--- config.mk ---
export PLATFORM = sky130hd
export DESIGN_NAME = cmbp_byte_merge_parity
export DESIGN_NICKNAME = d
export VERILOG_FILES = /design/src/verilog/cmbp_byte_merge_parity.v
export VERILOG_INCLUDE_DIRS = /design/src /design/src/verilog
export SDC_FILE = /design/constraint.sdc
export NUM_CORES = 1
export LEC_CHECK = 0
export BUFFER_PORTS_ARGS = -buffer_cell sky130_fd_sc_hd__buf_2
export CAP_MARGIN = 20
export CORE_UTILIZATION = 29
export CTS_CLUSTER_DIAMETER = 80
export CTS_CLUSTER_SIZE = 24
export DETAILED_ROUTE_END_ITERATION = 16
export PLACE_DENSITY = 0.56
export SYNTH_ARGS = -nofsm -noshare
export SYNTH_HDL_FRONTEND = slang
export SYNTH_SLANG_ARGS = --single-unit
--- constraint.sdc ---
create_clock -name core_clk_i -period 2.1 [get_ports core_clk_i]
set_clock_uncertainty 0.15 [all_clocks]
set_input_delay 0.105 -clock core_clk_i [delete_from_list [all_inputs] [get_ports core_clk_i]]
set_output_delay 0.105 -clock core_clk_i [all_outputs]
set_load 0.02 [all_outputs]
--- src/verilog/cmbp_defines.vh ---
/*
 holds the constants of the byte merge and parity block.
 assumes it is included once per design file by bare name.
*/
`ifndef CMBP_DEFINES_VH
`define CMBP_DEFINES_VH
// ----------------------------------------
// widths
// ----------------------------------------
`define CMBP_DATA_W 32
`define CMBP_BYTES 4
`define CMBP_BYTE_W 8
// ----------------------------------------
// reset values
// ----------------------------------------
`define CMBP_DATA_RST 32'h00000000
`define CMBP_FLAG_RST 1'b0
`endif

--- src/verilog/cmbp_byte_merge_parity.v ---
/*
 data register byte merge and odd parity tree of a core memory unit.
 assumes delay line taps arrive as single-cycle pulses on core_clk_i,
 produced by the memory timing logic on the same clock.
*/
`include "cmbp_defines.vh"
module cmbp_byte_merge_parity
(
  input wire core_clk_i, // 40 MHz clock
  input wire reset_i, // async reset, active high
  input wire cycle_start_i, // new memory cycle pulse
  input wire read_tap_020_i, // register clear tap
  input wire read_tap_220_i, // core data transfer tap
  input wire read_tap_300_i, // full write parity tap
  input wire read_tap_460_i, // parity check start tap
  input wire read_tap_480_i, // partial byte clear tap
  input wire read_tap_500_i, // parity check end tap
  input wire read_tap_560_i, // partial insert tap
  input wire full_port_tap_i, // full write port gating tap
  input wire write_tap_early_i, // early write tap of partial write
  input wire [3:0] byte_present_flag_i, // byte0..byte3 presence
  input wire [31:0] port_data_i, // port bus data
  input wire [31:0] core_data_i, // sense amplifier data
  input wire core_parity_i, // sensed parity bit
  input wire [2:0] address_bits_i, // address bits 22, 23, 25
  input wire fault_clear_i, // system, i/o reset or read direct
  output reg [31:0] data_reg_o, // data register bits
  output reg parity_latch_o, // parity latch
  output reg parity_good_flag_o, // word held odd ones
  output reg parity_error_flag_o, // word held even ones
  output reg parity_check_strobe_o, // check window
  output reg write_line_fire_o, // starts write delay line
  output reg fault_indicator_o, // module fault lamp
  output reg [1:0] drive_polarity_o, // x and y current direction
  output reg read_mode_o, // no bytes present
  output reg full_write_mode_o, // all bytes present
  output reg partial_write_mode_o // mixed presence
);
  // ----------------------------------------
  // mode decode
  // ----------------------------------------
  wire read_dec;
  wire full_dec;
  wire part_dec;
  assign read_dec = (byte_present_flag_i == 4'h0);
  assign full_dec = (byte_present_flag_i == 4'hf);
  assign part_dec = ~(read_dec | full_dec);

  // ----------------------------------------
  // parity tree
  // ----------------------------------------
  // first level, odd term per three bits
  wire [9:0] first_level_term;
  genvar g;
  generate
    for (g = 0; g < 10; g = g + 1)
    begin : g_first
      assign first_level_term[g] = ^data_reg_o[3*g +: 3];
    end
  endgenerate
  wire first_level_term_pair;
  assign first_level_term_pair = ~(data_reg_o[30] ^ data_reg_o[31]);
  wire first_level_term_last_triplet;
  assign first_level_term_last_triplet = first_level_term[9];
  wire [2:0] second_level_term;
  generate
    for (g = 0; g < 3; g = g + 1)
    begin : g_second
      assign second_level_term[g] = ^first_level_term[3*g +: 3];
    end
  endgenerate
  // last stage: triplet and pair only, true when five bits odd
  wire second_level_last_term;
  assign second_level_last_term = ~(first_level_term_last_triplet ^ first_level_term_pair);
  // third level over the lower 27 bits
  wire third_level_term;
  assign third_level_term = ^second_level_term;
  wire data_odd;
  assign data_odd = third_level_term ^ second_level_last_term;
  // fourth level, true when all 33 bits even
  wire fourth_level_term;
  assign fourth_level_term = ~(data_odd ^ parity_latch_o);

  // ----------------------------------------
  // data register and parity latch
  // ----------------------------------------
  reg [31:0] next_data;
  reg next_parity;
  integer b;
  always @*
  begin
    next_data = data_reg_o;
    next_parity = parity_latch_o;
    if (read_tap_020_i)
    begin
      next_data = `CMBP_DATA_RST;
      next_parity = 1'b0;
    end
    else
    begin
      // core word and parity share byte-3 gate, not on full write
      if (read_tap_220_i && !full_dec)
      begin
        next_data = core_data_i;
        next_parity = core_parity_i;
      end
      if (full_port_tap_i && full_dec)
        next_data = port_data_i;
      for (b = 0; b < `CMBP_BYTES; b = b + 1)
      begin
        if (read_tap_480_i && part_dec && byte_present_flag_i[b])
          next_data[b*`CMBP_BYTE_W +: `CMBP_BYTE_W] = 8'h00;
        if (read_tap_560_i && part_dec && byte_present_flag_i[b])
          next_data[b*`CMBP_BYTE_W +: `CMBP_BYTE_W] = port_data_i[b*`CMBP_BYTE_W +: `CMBP_BYTE_W];
      end
      // partial write releases parity from 560 onward
      if (read_tap_560_i && part_dec)
        next_parity = 1'b0;
      // generated parity when storing new data
      if ((read_tap_300_i && full_dec) || (write_tap_early_i && part_dec))
        next_parity = ~data_odd;
    end
  end

  always @(posedge core_clk_i or posedge reset_i)
  begin
    if (reset_i)
    begin
      data_reg_o <= `CMBP_DATA_RST;
      parity_latch_o <= `CMBP_FLAG_RST;
    end
    else
    begin
      data_reg_o <= next_data;
      parity_latch_o <= next_parity;
    end
  end

  // ----------------------------------------
  // check window and result flags
  // ----------------------------------------
  // strobe is registered, so flags land one cycle after it opens
  reg next_strobe;
  always @*
  begin
    next_strobe = parity_check_strobe_o;
    if (read_tap_500_i || cycle_start_i)
      next_strobe = 1'b0;
    // open at 460 unless full write
    else if (read_tap_460_i && !full_dec)
      next_strobe = 1'b1;
  end

  always @(posedge core_clk_i or posedge reset_i)
  begin
    if (reset_i)
    begin
      parity_check_strobe_o <= `CMBP_FLAG_RST;
      parity_good_flag_o <= `CMBP_FLAG_RST;
      parity_error_flag_o <= `CMBP_FLAG_RST;
      fault_indicator_o <= `CMBP_FLAG_RST;
      write_line_fire_o <= `CMBP_FLAG_RST;
      drive_polarity_o <= 2'h0;
      read_mode_o <= `CMBP_FLAG_RST;
      full_write_mode_o <= `CMBP_FLAG_RST;
      partial_write_mode_o <= `CMBP_FLAG_RST;
    end
    else
    begin
      parity_check_strobe_o <= next_strobe;
      // results latched while strobe open, held until cycle start clears them
      if (parity_check_strobe_o)
      begin
        parity_good_flag_o <= ~fourth_level_term;
        parity_error_flag_o <= fourth_level_term;
      end
      else if (cycle_start_i)
      begin
        parity_good_flag_o <= 1'b0;
        parity_error_flag_o <= 1'b0;
      end
      if (parity_check_strobe_o && fourth_level_term)
        fault_indicator_o <= 1'b1;
      else if (fault_clear_i)
        fault_indicator_o <= 1'b0;
      write_line_fire_o <= read_tap_560_i && part_dec;
      // x from bits 23 xor 25, y from 22 xor 25
      drive_polarity_o <= {address_bits_i[1] ^ address_bits_i[2],
                           address_bits_i[0] ^ address_bits_i[2]};
      read_mode_o <= read_dec;
      full_write_mode_o <= full_dec;
      partial_write_mode_o <= part_dec;
    end
  end
endmodule // cmbp_byte_merge_parity

==> key figures <==
STA
  – Sum Neg Setup Slack: 0 ns
  – Setup violators final: 0
  – Max Fclk: 502 MHz
  – Slew headroom: 0.620
  – Hold Vio Cnt, Final: 0
  – Worst-Margin Slew: 0.570 ns
  – RSZ-0062 raised after global routing: no
  – Fin crit share: 0.949
  – Fin. max-slew vios: 0
  – Final Critical Period: 1.99 ns

Finish
  – Filler instances: 814
  – ANT cells: 0
  – Layout Cells excl Fill: 555
  – Most common cell after layout, fill and taps aside: buf_2
  – P&R area growth vs syn: 62.6%
  – Share of layout cells above drive strength 1: 0.391
  – Register Area: 0.00108 mm2
  – Most frequent cells in the layout: 127 x buf_2, 76 x dlygate4sd3_1, 43 x dfrtp_1
  – Nets: 534
  – Final core utilization: 0.498
  – Multi-input gate area: 0.00138 mm2

Logic synthesis
  – Yosys reg bits: 43
  – Syn. warnings: 0
  – Cell Area, Synth: 0.00257 mm2
  – Async S/R FF share, synth: 1.00
  – Post-synth top area share: 0.419
  – Sequential area share after synthesis: 0.419
  – Primary FF master, synth: dfrtp_1
  – Yosys cell types: 31
  – Avg Cell Area, Syn: 10.6 um2
  – Syn_nets: 327
  – Largest cells by area after synthesis: dfrtp_1 42%, mux2i_1 14%, xnor2_1 8.9%, o21ai_2 5.8%, nand2_1 5.1%
  – Gate Count Post-Synth: 242
  – Post-synth EDFFs: 0
  – Yosys top cell by area: dfrtp_1

Power
  – PD cells: 676 mW/mm2
  – Design internal power: 0.00189 W
  – Logic gate share of total power: 0.448
  – Sw Ratio: 0.333
  – Net Sw Power: 0.000939 W
  – Clock share of power: 0.203
  – Leakage: 2.01 nW
  – Peak supply drop: 0.312 mV
  – Sequential Power Share: 0.349

Global route
  – Largest net degree at the start of global routing: 44
  – Gr ovfl total: 0
  – Global-route wire length before repair: 11100 um
  – Total GRT Usage: 0.156
  – Initial antenna violation count: 0
  – Vias in the first global route: 2490

Placed design
  – Global placer's final weighted congestion: 0.691
  – Post-Place Cells: 471
  – DP HPWL: 4790 um
  – Port bufs: 127

Clock tree
  – CTS tree: built
  – Worst-Skew Late Latency: 0.28 ns
  – Clock buffer depth: 2
  – Total CTS buffers: 5
  – Setup Fix Bufs, Post-CTS: 0
  – Root buf cell: clkbuf_8
  – Clk slew on worst S/H paths: 0.08 ns
  – CTS H-tree depth: 2
  – Total clock sinks: 43

Die
  – Core area: 0.00838 mm2
  – Die Ht: 96.1 um
  – Die X-Extent: 96.1 um
  – Num ports: 128
  – # rows: 33
  – Initial core utilization: 0.307
  – Die area: 0.00924 mm2

Worst setup path
  – Reg2Reg Launch Point: data_reg_o[18]$_DFFE_PP0P_
  – CP startpoint kind: flop
  – CP delay by family, top: XOR/XNOR gates
  – Worst Path Buf+Inv: 0
  – Worst stage delay on the critical path: 0.41 ns
  – Cell chain of the critical path: xor2_1, xnor2_1, xnor2_1, xnor2_1, xnor2_2, mux2_4, o21ai_2
  – Worst EP required: 2.17 ns
  – CP Depth: 7
  – Crit-path slowest cell: dfrtp_1
  – Worst Reg2Reg Path Length in Cells: 7
  – CP Class: flop to flop
  – Crit end category: flop
  – FF-to-FF setup slack: 0.11 ns
  – Most common cell on crit path: xnor2_1
  – Crit Path Max Fanout: 3
  – Crit path DAT: 2.06 ns
  – Reg-to-Reg End: fault_indicator_o$_DFFE_PP0P_

Drt
  – ANT nets after route: 0
  – DR WL/cell: 12.5 um
  – Initial DRC count: 41
  – Drt total wl: 6940 um
  – Remaining DRCs: 0
  – DR pass1 iterations: 4
  – Via density: 4.42
  – Total number of vias: 2453

Hold path
  – HP Start: byte_present_flag_i[0]
  – Worst Hold End: full_write_mode_o$_DFF_PP0_
  – Hold Path Depth: 3
  – Min-delay worst type: input port to flop

Outcome
  – Status: finished, final reports clean

Run
  – Max-cap viol count: 0
==> power groups by stage <==
stage | clock network (W) | registers (W) | logic (W)
detailed placement | 0 | 0.00100 | 0.00111
global placement | 0 | 0.00100 | 0.00110
finish | 0.000573 | 0.000986 | 0.00127
CTS | 0.000608 | 0.000988 | 0.00125
floorplan | 0 | 0.00110 | 0.000647
global route | 0.000630 | 0.00100 | 0.00136
==> metrics by stage <==
| step | worst slack (ns) | instance area (um2) | power (W) | hold slack [ns] |
|---|---|---|---|---|
| floorplan | 0.137 | 2570 | 0.00175 | 0.0214 |
| global placement | 0.0930 | 3310 | 0.00210 | 0.116 |
| detailed placement | 0.0759 | 3310 | 0.00211 | 0.120 |
| CTS | 0.0583 | 4170 | 0.00284 | 0.0202 |
| global route | 0.0231 | 4180 | 0.00299 | 0.0270 |
| finish | 0.106 | 4180 | 0.00283 | 0.0291 |
==> routing by layer <==
metal | vias to the layer above | GRT usage | wire length, um
li1 | 1238 | - | -
met1 | 1132 | 0.176 | 2950
met2 | 81 | 0.297 | 3480
met3 | 2 | 0.0411 | 479
met4 | 0 | 0.0261 | 33
met5 | - | 0 | 0
==> cells by family (layout without fill, tap and decap cells) <==
group / after synthesis / count (layout) / synth area share
AOI/OAI and AO/OA: 39 / 39 / 0.105
xor gates and xnor gates: 33 / 33 / 0.115
buffers and inverters: 17 / 225 / 0.0472
DFF: 43 / 43 / 0.419
muxes: 38 / 38 / 0.150
and+or+nand+nor: 72 / 72 / 0.164
==> area by class of cell <==
cell class	instances	share of cell area
clock buffer	8	0.0240
sequential	43	0.258
multi-input combinational	182	0.330
timing repair buffer	214	0.354
tap	105	0.0314
inverter	3	0.00270
==> flip-flops by register name, summed over array words and instances, names as in the netlist <==
name,flops
partial_write_mode_o,1
drive_polarity_o,2
parity_latch_o,1
parity_error_flag_o,1
fault_indicator_o,1
full_write_mode_o,1
data_reg_o,32
read_mode_o,1
parity_check_strobe_o,1
write_line_fire_o,1
parity_good_flag_o,1
==> worst register-to-register path, cell delays in order, from the launching register on <==
cell     delay (ns)
dfrtp_1        0.41
xor2_1         0.18
xnor2_1        0.22
xnor2_1        0.12
xnor2_1        0.29
xnor2_2        0.17
mux2_4         0.33
o21ai_2        0.05
==> Yosys cell counts (2+ instances only) <==
cell type,count
buf_2,3
nor2_1,6
nand2_1,35
buf_4,4
o21ai_1,17
o21ai_2,17
nor3b_4,4
clkbuf_4,2
dfrtp_1,43
xnor2_1,26
inv_1,3
nand3_1,6
nand2b_1,4
nor2b_1,4
buf_6,4
a21oi_1,2
nand3_2,4
xor2_1,6
mux2i_1,37
or3_1,4
==> how the worst max path moves through the flow <==
stage	from	end	slack, ns
floorplan	data_reg_o[15]$_DFFE_PP0P_	parity_error_flag_o$_DFFE_PP0P_	0.14
global placement	data_reg_o[24]$_DFFE_PP0P_	parity_error_flag_o$_DFFE_PP0P_	0.09
detailed placement	data_reg_o[18]$_DFFE_PP0P_	fault_indicator_o$_DFFE_PP0P_	0.08
CTS	data_reg_o[15]$_DFFE_PP0P_	fault_indicator_o$_DFFE_PP0P_	0.06
global route	byte_present_flag_i[1]	data_reg_o[31]$_DFFE_PP0P_	0.02
finish	data_reg_o[18]$_DFFE_PP0P_	fault_indicator_o$_DFFE_PP0P_	0.11
==> repair_timing <==
action                                 in CTS  in global routing
setup endpoints to repair                   0                  3
gates resized for setup                     0                  1
endpoints found under the hold margin      83                  0
hold buffers                               76                  0
Power figures use the tool's default switching activity.
